<file path="src/core/isc_regs.svh">
// Purpose: offsets, field positions, reset values of the source control
// Assumes: 32-bit Avalon-MM slave, byte addresses, one word per register
// Notes: included by the package and by the top module
//
// Notes on behaviour
// - thirty-two maskable sources, eight priority levels
// - drive fast and normal request outputs
// - internal sources level or edge, no polarity
// - pins: rising, falling, high or low
// - fast forcing routes any source to fast
// - clock never gated, always running
// - either request also wakes idle core
// - general mask wakes without asserting requests
// - source zero is the fast pin
// - source one ORs platform interrupt lines
// - sources 2-31 peripheral or external pins
// - mode register holds trigger select field
// - enable and disable commands, mask readable
// - disabled source never influences servicing
// - set and clear act on edge sources only
// - vector read clears current edge only
// - no auto clear for fast forced sources
// - fast vector read clears source zero
// - pending readback shows activity, masked or not
// - current number readback gives serviced source
// - core line image shows both request lines
// - pin routing adds no latency
// - priority 0..7, seven highest
// - equal priority: lowest number wins
// - vector read deasserts normal, returns handler
`ifndef ISC_REGS_SVH
`define ISC_REGS_SVH

// ----------------------------------------------------------------------
// address map
// ----------------------------------------------------------------------
`define ISC_ADDR_W 9
`define ISC_MODE_BASE 9'h000
`define ISC_HANDLER_BASE 9'h080
`define ISC_VECTOR 9'h100
`define ISC_FAST_VECTOR 9'h104
`define ISC_CURRENT 9'h108
`define ISC_PENDING 9'h10C
`define ISC_MASK 9'h110
`define ISC_CORE_LINES 9'h114
`define ISC_ENABLE 9'h120
`define ISC_DISABLE 9'h124
`define ISC_CLEAR 9'h128
`define ISC_SET 9'h12C
`define ISC_END_SERVICE 9'h130
`define ISC_FAST_FORCE 9'h134
`define ISC_GEN_MASK 9'h138

// ----------------------------------------------------------------------
// fields and encodings
// ----------------------------------------------------------------------
`define ISC_PRIO_LSB 0
`define ISC_PRIO_MSB 2
`define ISC_TRIG_LSB 5
`define ISC_TRIG_MSB 6
`define ISC_TRIG_HIGH 2'h0
`define ISC_TRIG_RISE 2'h1
`define ISC_TRIG_LOW 2'h2
`define ISC_TRIG_FALL 2'h3
`define ISC_CORE_NORMAL_BIT 0
`define ISC_CORE_FAST_BIT 1
`define ISC_SPURIOUS_VALUE 32'h0000_0000
`define ISC_RESET_WORD 32'h0000_0000

`endif

</file>
<file path="src/core/isc_pkg.sv">
// Purpose: shared types of the interrupt source control
// Assumes: isc_regs.svh on the include path
// Notes: the address width comes from the header, the field widths are literal
`include "isc_regs.svh"

package isc_pkg;

  // per-source programming
  typedef struct packed {
    logic [1:0] trig;
    logic [2:0] prio;
  } mode_t;

  // one captured bus request
  typedef struct packed {
    logic [`ISC_ADDR_W-1:0] addr;
    logic rd;
    logic wr;
    logic [3:0] be;
    logic [31:0] wdata;
  } bus_req_t;

  typedef enum logic [1:0] {BUS_IDLE, BUS_ACCESS, BUS_DONE} bus_state_t;

endpackage

</file>
<file path="src/core/interrupt_source_control.sv">
// Purpose: source control front end of a vectored interrupt controller
// Assumes: Avalon-MM master per the bus contract, CLK never gated
// Notes: one nesting level; end of service returns to idle
`timescale 1ns/100ps
`include "isc_regs.svh"

module interrupt_source_control #(
  parameter int N_PLATFORM = 4,
  parameter logic [31:0] EXT_SRC_MASK = 32'hC000_0001
) (
  input wire logic CLK, // free-running clock
  input wire logic SRST, // sync reset, high
  input wire logic [`ISC_ADDR_W-1:0] AVS_ADDRESS, // byte address
  input wire logic AVS_READ, // read request
  input wire logic AVS_WRITE, // write request
  input wire logic [3:0] AVS_BYTEENABLE, // byte lanes
  input wire logic [31:0] AVS_WRITEDATA, // write data
  output logic [31:0] AVS_READDATA, // read data
  output logic AVS_WAITREQUEST, // stall, low = done
  input wire logic FAST_SOURCE_PIN, // source 0 pin
  input wire logic [N_PLATFORM-1:0] PLATFORM_IRQ, // platform lines
  input wire logic [31:2] PERIPH_IRQ, // peripheral lines
  input wire logic [31:2] EXTERNAL_REQUEST_PINS, // external pins
  output logic NORMAL_REQUEST_N, // normal request, low
  output logic FAST_REQUEST_N, // fast request, low
  output logic WAKE_REQUEST // idle wake-up, high
);

  // ----------------------------------------------------------------------
  // elaboration checks
  // ----------------------------------------------------------------------
  if (N_PLATFORM < 1) begin : g_bad_platform
    $error("N_PLATFORM must be at least one");
  end
  if (EXT_SRC_MASK[1]) begin : g_bad_mask
    $error("source one is internal and cannot be a pin");
  end

  // ----------------------------------------------------------------------
  // state and wires
  // ----------------------------------------------------------------------
  localparam int N_SRC = 32;
  // source 0 is always a pin, source 1 never
  localparam logic [31:0] EXT_EFF = {EXT_SRC_MASK[31:2], 2'b01};

  isc_pkg::bus_state_t state_q;
  isc_pkg::bus_req_t req_q;
  isc_pkg::mode_t mode_q [N_SRC];
  logic [31:0] en_q, ff_q, pend, raw, cand, fast_vec;
  logic [31:0] set_vec, clr_vec, auto_clr, wmask, wd_merged;
  logic [63:0] trig_vec;
  logic [95:0] prio_vec;
  logic [31:0] ram_q, rd_d;
  logic [4:0] ram_raddr, sel_idx_q, cur_src_q;
  logic [2:0] sel_prio_q, cur_level_q;
  logic sel_found_q, in_service_q, gmask_q;
  logic [8:0] best;
  logic best_found, normal_cond, fast_cond, acc_rd, acc_wr;
  logic hit_mode, hit_handler, ram_we;

  // ----------------------------------------------------------------------
  // helpers
  // ----------------------------------------------------------------------
  // highest priority wins; walking down means equal levels end on
  // the lowest number
  function automatic logic [8:0] pick_best(input logic [31:0] c,
                                           input logic [95:0] p);
    logic found;
    logic [4:0] idx;
    logic [2:0] bp;
    found = 1'b0;
    idx = 5'h0;
    bp = 3'h0;
    for (int i = N_SRC - 1; i >= 0; i--) begin
      if (c[i] && (!found || p[3*i +: 3] >= bp)) begin
        found = 1'b1;
        idx = 5'(i);
        bp = p[3*i +: 3];
      end
    end
    return {found, idx, bp};
  endfunction

  // byte enables expanded to a bit mask
  function automatic logic [31:0] lane_mask(input logic [3:0] be);
    return {{8{be[3]}}, {8{be[2]}}, {8{be[1]}}, {8{be[0]}}};
  endfunction

  // ----------------------------------------------------------------------
  // source wiring
  // ----------------------------------------------------------------------
  // each of 2..31 takes its pin or its peripheral line
  always_comb begin
    raw = '0;
    raw[0] = FAST_SOURCE_PIN;
    raw[1] = |PLATFORM_IRQ;
    for (int i = 2; i < N_SRC; i++) begin
      raw[i] = EXT_EFF[i] ? EXTERNAL_REQUEST_PINS[i] : PERIPH_IRQ[i];
    end
  end

  // flatten the mode table for the stage and the arbiter
  always_comb begin
    trig_vec = '0;
    prio_vec = '0;
    for (int i = 0; i < N_SRC; i++) begin
      trig_vec[2*i +: 2] = mode_q[i].trig;
      prio_vec[3*i +: 3] = mode_q[i].prio;
    end
  end

  source_detect #(
    .N(N_SRC),
    .EXT_MASK(EXT_EFF)
  ) u_detect (
    .clk(CLK),
    .srst(SRST),
    .raw(raw),
    .trig(trig_vec),
    .set_vec(set_vec),
    .clr_vec(clr_vec),
    .pend(pend)
  );

  // ----------------------------------------------------------------------
  // arbitration
  // ----------------------------------------------------------------------
  // fast path: source 0 plus anything forced; masked sources drop out
  always_comb begin
    fast_vec = {ff_q[31:1], 1'b1};
    fast_cond = |(pend & en_q & fast_vec);
    cand = pend & en_q & ~fast_vec;
    best = pick_best(cand, prio_vec);
    best_found = best[8];
    // while in service only a strictly higher level re-raises
    normal_cond = best_found && (!in_service_q || best[2:0] > cur_level_q);
  end

  // ----------------------------------------------------------------------
  // bus slave
  // ----------------------------------------------------------------------
  // idle takes the request, access does the work, done answers
  always_ff @(posedge CLK) begin
    if (SRST) begin
      state_q <= isc_pkg::BUS_IDLE;
    end else begin
      case (state_q)
        isc_pkg::BUS_IDLE: begin
          if (AVS_READ || AVS_WRITE) begin
            state_q <= isc_pkg::BUS_ACCESS;
          end
        end
        isc_pkg::BUS_ACCESS: state_q <= isc_pkg::BUS_DONE;
        isc_pkg::BUS_DONE: state_q <= isc_pkg::BUS_IDLE;
        default: state_q <= isc_pkg::BUS_IDLE;
      endcase
    end
  end

  // capture the request and the arbiter's choice at the same edge,
  // so the vector read returns the source it clears
  always_ff @(posedge CLK) begin
    if (SRST) begin
      req_q <= '0;
      sel_found_q <= 1'b0;
      sel_idx_q <= 5'h0;
      sel_prio_q <= 3'h0;
    end else if (state_q == isc_pkg::BUS_IDLE) begin
      req_q <= '{addr: AVS_ADDRESS, rd: AVS_READ, wr: AVS_WRITE,
                 be: AVS_BYTEENABLE, wdata: AVS_WRITEDATA};
      sel_found_q <= best_found;
      sel_idx_q <= best[7:3];
      sel_prio_q <= best[2:0];
    end
  end

  // read index: chosen source, source 0, or the addressed word
  always_comb begin
    if (AVS_ADDRESS == `ISC_VECTOR) begin
      ram_raddr = best[7:3];
    end else if (AVS_ADDRESS == `ISC_FAST_VECTOR) begin
      ram_raddr = 5'h0;
    end else begin
      ram_raddr = AVS_ADDRESS[6:2];
    end
  end

  // decode of the captured request, live only in the access cycle
  always_comb begin
    acc_rd = (state_q == isc_pkg::BUS_ACCESS) && req_q.rd;
    acc_wr = (state_q == isc_pkg::BUS_ACCESS) && req_q.wr;
    hit_mode = req_q.addr[8:7] == 2'b00;
    hit_handler = req_q.addr[8:7] == 2'b01;
    wmask = lane_mask(req_q.be);
    wd_merged = (ram_q & ~wmask) | (req_q.wdata & wmask);
    ram_we = acc_wr && hit_handler;
  end

  vector_ram #(
    .DEPTH(N_SRC),
    .WIDTH(32)
  ) u_handlers (
    .clk(CLK),
    .we(ram_we),
    .waddr(req_q.addr[6:2]),
    .wdata(wd_merged),
    .raddr(ram_raddr),
    .rdata_q(ram_q)
  );

  // ----------------------------------------------------------------------
  // commands
  // ----------------------------------------------------------------------
  // the current source loses only its own edge flag on a vector read
  always_comb begin
    auto_clr = '0;
    if (acc_rd && req_q.addr == `ISC_VECTOR && sel_found_q &&
        !fast_vec[sel_idx_q]) begin
      auto_clr[sel_idx_q] = 1'b1;
    end
    if (acc_rd && req_q.addr == `ISC_FAST_VECTOR) begin
      auto_clr[0] = 1'b1;
    end
    set_vec = (acc_wr && req_q.addr == `ISC_SET) ?
              (req_q.wdata & wmask) : '0;
    clr_vec = auto_clr | ((acc_wr && req_q.addr == `ISC_CLEAR) ?
              (req_q.wdata & wmask) : '0);
  end

  // mask: one write enables, one write disables; all off at reset
  always_ff @(posedge CLK) begin
    if (SRST) begin
      en_q <= '0;
    end else if (acc_wr && req_q.addr == `ISC_ENABLE) begin
      en_q <= en_q | (req_q.wdata & wmask);
    end else if (acc_wr && req_q.addr == `ISC_DISABLE) begin
      en_q <= en_q & ~(req_q.wdata & wmask);
    end
  end

  // fast forcing word, bit 0 stored but read as zero; general mask a single bit, lane 0 only
  always_ff @(posedge CLK) begin
    if (SRST) begin
      ff_q <= '0;
      gmask_q <= 1'b0;
    end else if (acc_wr && req_q.addr == `ISC_FAST_FORCE) begin
      ff_q <= (ff_q & ~wmask) | (req_q.wdata & wmask);
    end else if (acc_wr && req_q.addr == `ISC_GEN_MASK && req_q.be[0]) begin
      gmask_q <= req_q.wdata[0];
    end
  end

  // mode table, both fields written only when byte lane 0 is enabled
  always_ff @(posedge CLK) begin
    if (SRST) begin
      for (int i = 0; i < N_SRC; i++) begin
        mode_q[i] <= '0;
      end
    end else if (acc_wr && hit_mode) begin
      if (req_q.be[0]) begin
        mode_q[req_q.addr[6:2]].prio <=
          req_q.wdata[`ISC_PRIO_MSB:`ISC_PRIO_LSB];
        mode_q[req_q.addr[6:2]].trig <=
          req_q.wdata[`ISC_TRIG_MSB:`ISC_TRIG_LSB];
      end
    end
  end

  // ----------------------------------------------------------------------
  // service state
  // ----------------------------------------------------------------------
  // a vector read enters service, end of service leaves it
  always_ff @(posedge CLK) begin
    if (SRST) begin
      in_service_q <= 1'b0;
      cur_src_q <= 5'h0;
      cur_level_q <= 3'h0;
    end else if (acc_rd && req_q.addr == `ISC_VECTOR && sel_found_q) begin
      in_service_q <= 1'b1;
      cur_src_q <= sel_idx_q;
      cur_level_q <= sel_prio_q;
    end else if (acc_wr && req_q.addr == `ISC_END_SERVICE) begin
      in_service_q <= 1'b0;
    end
  end

  // ----------------------------------------------------------------------
  // read data
  // ----------------------------------------------------------------------
  always_comb begin
    rd_d = `ISC_RESET_WORD;
    if (hit_mode) begin
      rd_d[`ISC_PRIO_MSB:`ISC_PRIO_LSB] = mode_q[req_q.addr[6:2]].prio;
      rd_d[`ISC_TRIG_MSB:`ISC_TRIG_LSB] = mode_q[req_q.addr[6:2]].trig;
    end else if (hit_handler) begin
      rd_d = ram_q;
    end else begin
      case (req_q.addr)
        `ISC_VECTOR: rd_d = sel_found_q ? ram_q : `ISC_SPURIOUS_VALUE;
        `ISC_FAST_VECTOR: rd_d = ram_q;
        `ISC_CURRENT: rd_d[4:0] = cur_src_q;
        `ISC_PENDING: rd_d = pend;
        `ISC_MASK: rd_d = en_q;
        `ISC_CORE_LINES: begin
          rd_d[`ISC_CORE_NORMAL_BIT] = ~NORMAL_REQUEST_N;
          rd_d[`ISC_CORE_FAST_BIT] = ~FAST_REQUEST_N;
        end
        `ISC_FAST_FORCE: rd_d = {ff_q[31:1], 1'b0};
        `ISC_GEN_MASK: rd_d[0] = gmask_q;
        default: rd_d = `ISC_RESET_WORD; // unmapped reads zero
      endcase
    end
  end

  // answer one cycle after the access; waitrequest idles high
  always_ff @(posedge CLK) begin
    if (SRST) begin
      AVS_WAITREQUEST <= 1'b1;
      AVS_READDATA <= '0;
    end else begin
      AVS_WAITREQUEST <= state_q != isc_pkg::BUS_ACCESS;
      if (acc_rd) begin
        AVS_READDATA <= rd_d;
      end
    end
  end

  // ----------------------------------------------------------------------
  // core lines
  // ----------------------------------------------------------------------
  // registered outputs; the general mask keeps the lines quiet but
  // still wakes the core, so software can wait on an event
  always_ff @(posedge CLK) begin
    if (SRST) begin
      NORMAL_REQUEST_N <= 1'b1;
      FAST_REQUEST_N <= 1'b1;
      WAKE_REQUEST <= 1'b0;
    end else begin
      NORMAL_REQUEST_N <= ~(normal_cond & ~gmask_q);
      FAST_REQUEST_N <= ~(fast_cond & ~gmask_q);
      WAKE_REQUEST <= normal_cond | fast_cond;
    end
  end

endmodule // interrupt_source_control

</file>
<file path="src/core/source_detect.sv">
// Purpose: per-source input stage, edge memory and pending state
// Assumes: external lines asynchronous, internal lines on clk
// Notes: trig packs two bits per source, edge flag at bit 0
`timescale 1ns/100ps

module source_detect #(
  parameter int N = 32,
  parameter logic [31:0] EXT_MASK = 32'h0000_0001
) (
  input wire logic clk, // clock
  input wire logic srst, // sync reset
  input wire logic [N-1:0] raw, // source lines
  input wire logic [2*N-1:0] trig, // trigger selects
  input wire logic [N-1:0] set_vec, // software set
  input wire logic [N-1:0] clr_vec, // software or auto clear
  output logic [N-1:0] pend // pending state
);

  logic [N-1:0] s1_q, s2_q, s3_q, lvl_q, prev_q, flag_q;
  logic [N-1:0] lvl, act, prev_act, hit, edge_mode;

  // the pin mask is one word wide, so more sources cannot be served
  if (N < 1 || N > 32) begin : g_bad_n
    $error("N must lie between 1 and 32");
  end

  // three-stage synchroniser, same path for direct or muxed pins
  always_ff @(posedge clk) begin
    if (srst) begin
      s1_q <= '0;
      s2_q <= '0;
      s3_q <= '0;
    end else begin
      s1_q <= raw;
      s2_q <= s1_q;
      s3_q <= s2_q;
    end
  end

  // a change counts once stages two and three agree
  always_ff @(posedge clk) begin
    if (srst) begin
      lvl_q <= '0;
    end else begin
      for (int i = 0; i < N; i++) begin
        if (s2_q[i] == s3_q[i]) begin
          lvl_q[i] <= s3_q[i];
        end
      end
    end
  end

  // internal lines are active high; only pins honour polarity
  always_comb begin
    for (int i = 0; i < N; i++) begin
      edge_mode[i] = trig[2*i];
      lvl[i] = EXT_MASK[i] ? lvl_q[i] : raw[i];
      act[i] = lvl[i] ^ (EXT_MASK[i] & trig[2*i+1]);
      prev_act[i] = prev_q[i] ^ (EXT_MASK[i] & trig[2*i+1]);
      hit[i] = edge_mode[i] & act[i] & ~prev_act[i];
      pend[i] = edge_mode[i] ? flag_q[i] : act[i];
    end
  end

  always_ff @(posedge clk) begin
    if (srst) begin
      prev_q <= '0;
    end else begin
      prev_q <= lvl;
    end
  end

  // edge memory; a new edge or set beats a clear in the same cycle
  always_ff @(posedge clk) begin
    if (srst) begin
      flag_q <= '0;
    end else begin
      flag_q <= edge_mode & ((flag_q & ~clr_vec) | hit | set_vec);
    end
  end

endmodule // source_detect

</file>
<file path="src/core/vector_ram.sv">
// Purpose: handler address store, one word per source
// Assumes: single clock, write and read ports independent
// Notes: read data registered, one cycle after the address
`timescale 1ns/100ps

module vector_ram #(
  parameter int DEPTH = 32,
  parameter int WIDTH = 32
) (
  input wire logic clk, // clock
  input wire logic we, // write strobe
  input wire logic [$clog2(DEPTH)-1:0] waddr, // write index
  input wire logic [WIDTH-1:0] wdata, // write word
  input wire logic [$clog2(DEPTH)-1:0] raddr, // read index
  output logic [WIDTH-1:0] rdata_q // registered read word
);

  logic [WIDTH-1:0] mem [DEPTH];

  // a one-word store would leave the index without any bits
  if (DEPTH < 2 || WIDTH < 1) begin : g_bad_size
    $error("DEPTH must be at least two and WIDTH at least one");
  end

  // plain array, no reset: contents are software's to load
  always_ff @(posedge clk) begin
    if (we) begin
      mem[waddr] <= wdata;
    end
  end

  // registered read keeps the bus answer off the array's output path
  always_ff @(posedge clk) begin
    rdata_q <= mem[raddr];
  end

endmodule // vector_ram

</file>
<file path="config.mk">
export PLATFORM = sky130hd
export DESIGN_NAME = interrupt_source_control
export DESIGN_NICKNAME = d
export VERILOG_FILES = /design/src/core/isc_pkg.sv /design/src/core/interrupt_source_control.sv /design/src/core/source_detect.sv /design/src/core/vector_ram.sv
export VERILOG_INCLUDE_DIRS = /design/src /design/src/core
export SDC_FILE = /design/constraint.sdc
export NUM_CORES = 2
export LEC_CHECK = 0
export BUFFER_PORTS_ARGS = -buffer_cell sky130_fd_sc_hd__buf_2
export CAP_MARGIN = 25
export CORE_MARGIN = 4
export CORE_UTILIZATION = 57
export CTS_CLUSTER_SIZE = 10
export DETAILED_ROUTE_END_ITERATION = 10
export PLACE_DENSITY = 0.77
export SYNTH_ARGS = -nofsm -noshare
export SYNTH_HDL_FRONTEND = slang
export SYNTH_HIERARCHICAL = 1
export SYNTH_SLANG_ARGS = --single-unit
</file>
<file path="constraint.sdc">
create_clock -name CLK -period 49 [get_ports CLK]
set_input_delay 9.8 -clock CLK [delete_from_list [all_inputs] [get_ports CLK]]
set_output_delay 9.8 -clock CLK [all_outputs]
set_load 0.01 [all_outputs]
</file>
==> qor.yml <==
outcome:
  status: "finished clean"
critical_path:
  slowest_stage: "o41a_1"
  end_kind: "flip-flop"
  crit_fanout: 26
  worst_ep_arrival_time_ns: 48.08
  slowest_delay_ns: 0.44
  reg2reg_slack_ns: 7.78
  crit_top_cell: "ha_1"
  r2r_start: "mode_q[31][4]$_SDFFCE_PN0P_"
  required_ns: 49.62
  reg2regPathDepth: 219
  start_kind: "primary input"
  r2r-end: "u_handlers/rdata_q[6]$_DFF_P_"
  worstSetupPathType: "primary input to flip-flop"
die:
  coreArea_sq_um: 112500
  die_w_um: 344.5
  die_height_um: 344.5
  initial_utilization_pct: 57.37
  io_pins: 150
  die_area_sq_um: 118700
  row_count: 123
min_path:
  hold_path_depth: 2
  hold_path_end: "cur_src_q[1]$_SDFFE_PP0P_"
  worstHoldStart: "cur_src_q[1]$_SDFFE_PP0P_"
  worstHoldPathType: "flip-flop to flip-flop"
power_and_ir_drop:
  internal_power_mw: 2.099
  p_comb_share_pct: 7.8
  power.leakage_nw: 27.52
  seqPwrFrac_pct: 51.5
  switchingPower_mw: 0.6339
  power_mw: 2.733
  p_per_area_nw_per_um2: 36.43
  swShare_pct: 23.19
  peakVddDrop_uv: 46.51
  clockPowerShare_pct: 40.7
cts:
  cts_buffer_depth: 3
  cts_tree: "done"
  cts.sinks: 1464
  clk_pin_slew_ns: 0.06
  cts_buffers: 165
  clock_latency_ns: 0.78
  cts_root_buf: "clkbuf_16"
  cts_max_level: 4
  holdBufCountCts: 0
global_route:
  grt_pass1_wl_mm: 273.7
  overflow: 0
  gr-usage-all-layers_pct: 31.48
  grt_max_degree: 92
  grt_antenna_before_repair: 5
  grt_pass1_vias: 42220
final_layout:
  drive_above_1_share_pct: 18.58
  design_area_sq_um: 75030
  multi_input_area_sq_um: 22580
  seqCellArea_sq_um: 41160
  nets: 5423
  nFillCells: 7773
  synthToLayoutAreaGrowth_pct: 16.25
sta:
  relSlewSlack_pct: 30.56
  setup_viol: 0
  min_period_ns: 47.46
  slew_violations: 0
  max_freq_mhz: 21.07
  worst_pin_slew_ns: 1.031
  skew_ns: 0.03184
  hold_viol_final: 0
  worst_hold_slack_ns: 0.4500
  finalCritPeriodShare_pct: 96.87
synthesis:
  yosys.cell_types.count: 109
  synth_area_sq_um: 64540
  synth_top_cell_area_share_pct: 55.09
  muxShareOfSynthArea_pct: 11.02
  yosys_warnings: 6
  synth-compound-area-share_pct: 9.954
  synthXorXnorAreaFrac_pct: 0.04071
  seq_area_frac_synth_pct: 63.77
  async_reset_ff_share_pct: 0
  synth_fp_nets: 5069
  syn_inst: 4886
  synth_edf_count: 1184
  yosys.area_share.simple_pct: 11.14
  synth_seq_cells: 1464
  yosys.area.top_type: "edfxtp_1"
  yosys_most_used_dff: "edfxtp_1"
  synth_top_family_by_area: "simple AND/OR/NAND/NOR gates"
  synthTopCellsByArea: "edfxtp_1, dfxtp_1, mux2i_1"
  yosys.area_share.adder_pct: 1.415
  syn_avg_cell_area_sq_um: 13.21
placement:
  place_congestion: 0.9647
  dp_hpwl_mm: 120.1
  port-buffer-count: 119
  postPlaceCellArea_sq_um: 68660
route:
  first_pass_iters: 8
  totalWireLength_mm: 195.0
  drc: 0
  via_per_inst: 6.521
  ant_nets: 0
  wl_per_cell_um: 28.44
  drt_iter0_drc: 5889
  vias: 44710
run:
  max_cap_viol_count: 0
power groups by stage:
| stage | Combinational [mW] | Sequential [mW] | Clock, mW |
|---|---|---|---|
| finish | 0.214 | 1.41 | 1.11 |
| global route | 0.224 | 1.41 | 1.18 |
| CTS | 0.191 | 1.41 | 1.12 |
| detailed placement | 0.190 | 1.43 | 0 |
| global placement | 0.179 | 1.43 | 0 |
| floorplan | 0.114 | 1.42 | 0 |
cell type report:
cell class                      count  share of cell area (%)
Tap cell                         1500                   2.501
Multi-Input combinational cell   3048                   30.09
Timing Repair Buffer              456                   5.643
Clock inverter                     16                  0.3152
Antenna cell                        1                0.003335
Inverter                          105                  0.5253
Clock buffer                      266                   6.063
Sequential cell                  1464                   54.86
registers in the layout, summed over array words and instances, names as in the netlist, 2 cells and up, named ones only:
register / cells
AVS_READDATA: 32
u_detect/lvl_q: 3
u_handlers/rdata_q: 32
u_detect/s3_q: 3
mode_q: 160
u_detect/prev_q: 3
u_detect/flag_q: 32
u_detect/s1_q: 32
req_q: 47
sel_idx_q: 5
cur_level_q: 3
state_q: 2
u_handlers/mem: 1024
cur_src_q: 5
sel_prio_q: 3
u_detect/s2_q: 3
cell usage after synthesis (35+ instances only):
cell type / instances
a31oi_1: 45
buf_2: 36
a22o_1: 67
o21ai_0: 112
a22oi_1: 100
nor2b_1: 120
ha_1: 69
a221oi_1: 36
nor3_1: 96
o22ai_1: 37
clkbuf_1: 164
mux2i_1: 532
a21oi_1: 270
mux2_2: 45
nand3_1: 186
dfxtp_1: 280
nor2_1: 236
or3_1: 44
and2_1: 158
or2_2: 38
inv_1: 104
nand2_1: 374
mux4_2: 57
buf_4: 35
edfxtp_1: 1184
layer usage:
layer,global-route usage [%],wire (um),vias to the layer above
met2,48.96,89480,2777
met1,41.98,71310,22050
met3,7.364,23010,537
li1,-,-,19340
met4,15.41,11190,4
met5,0,22,-
worst max-delay path: cells and delay by family:
| kind | cells | cell delay, ns |
|---|---|---|
| compound gates | 88 | 14.69 |
| fa+ha+maj | 32 | 8.64 |
| simple gates | 56 | 8.33 |
| buf+inv | 23 | 3.37 |
| mux | 11 | 3.15 |
kinds of logic (layout without fill, tap and decap cells):
logic type                 Yosys count  after routing
and+or+nand+nor                   1420           1420
AOI/OAI and AO/OA                  917            917
DFF                               1464           1464
buffers and inverters              374            843
muxes                              634            634
xor gates and xnor gates             3              3
adders and majority gates           74             74
other                                0              1
worst max path at each step:
stage	to	slack, ns	cells past startpoint	from
final	u_handlers/rdata_q[6]$_DFF_P_	1.54	210	PERIPH_IRQ[29]
after global routing	u_handlers/rdata_q[6]$_DFF_P_	-0.43	213	PERIPH_IRQ[29]
after CTS	u_handlers/rdata_q[6]$_DFF_P_	0.05	207	PERIPH_IRQ[29]
after detailed placement	u_handlers/rdata_q[28]$_DFF_P_	-0.62	207	PERIPH_IRQ[29]
after global placement	u_handlers/rdata_q[28]$_DFF_P_	-0.07	207	PERIPH_IRQ[29]
after floorplan	NORMAL_REQUEST_N$_SDFF_PP1_	0.75	201	PERIPH_IRQ[29]
placed cells by master, fill, tap and decap left out, types with 67 or more instances in the layout:
master / n
inv_1: 104
nand2_1: 369
nand3_1: 184
nor2_1: 198
a22oi_1: 99
edfxtp_1: 1184
dfxtp_1: 278
a21oi_1: 262
and2_1: 155
a22o_1: 67
buf_4: 241
buf_2: 118
nor3_1: 89
nor2b_1: 118
clkbuf_16: 175
clkbuf_1: 98
mux2i_1: 526
o21ai_0: 67
through the flow:
| stage | setup WS [ns] | cells | utilization [%] | TNS (ns) |
|---|---|---|---|---|
| floorplan | 0.7546 | 4886 | - | 0 |
| global placement | -0.06521 | 6482 | 60.86 | -0.5492 |
| detailed placement | -0.6248 | 6490 | 61.03 | -18.15 |
| CTS | 0.05317 | 6771 | 65.28 | 0 |
| global route | -0.4294 | 6855 | 66.69 | -12.55 |
| finish | 1.536 | 6856 | 66.70 | 0 |
timing repair:
action                                 4_1_cts  5_1_grt
resized for setup                            1      133
cloned                                       0       11
pin swaps                                    0       53
endpoints found under the hold margin        0        0
buffers inserted                             0       50
setup endpoints to repair                    1       43
No activity file was read; power rests on OpenSTA's default activity.
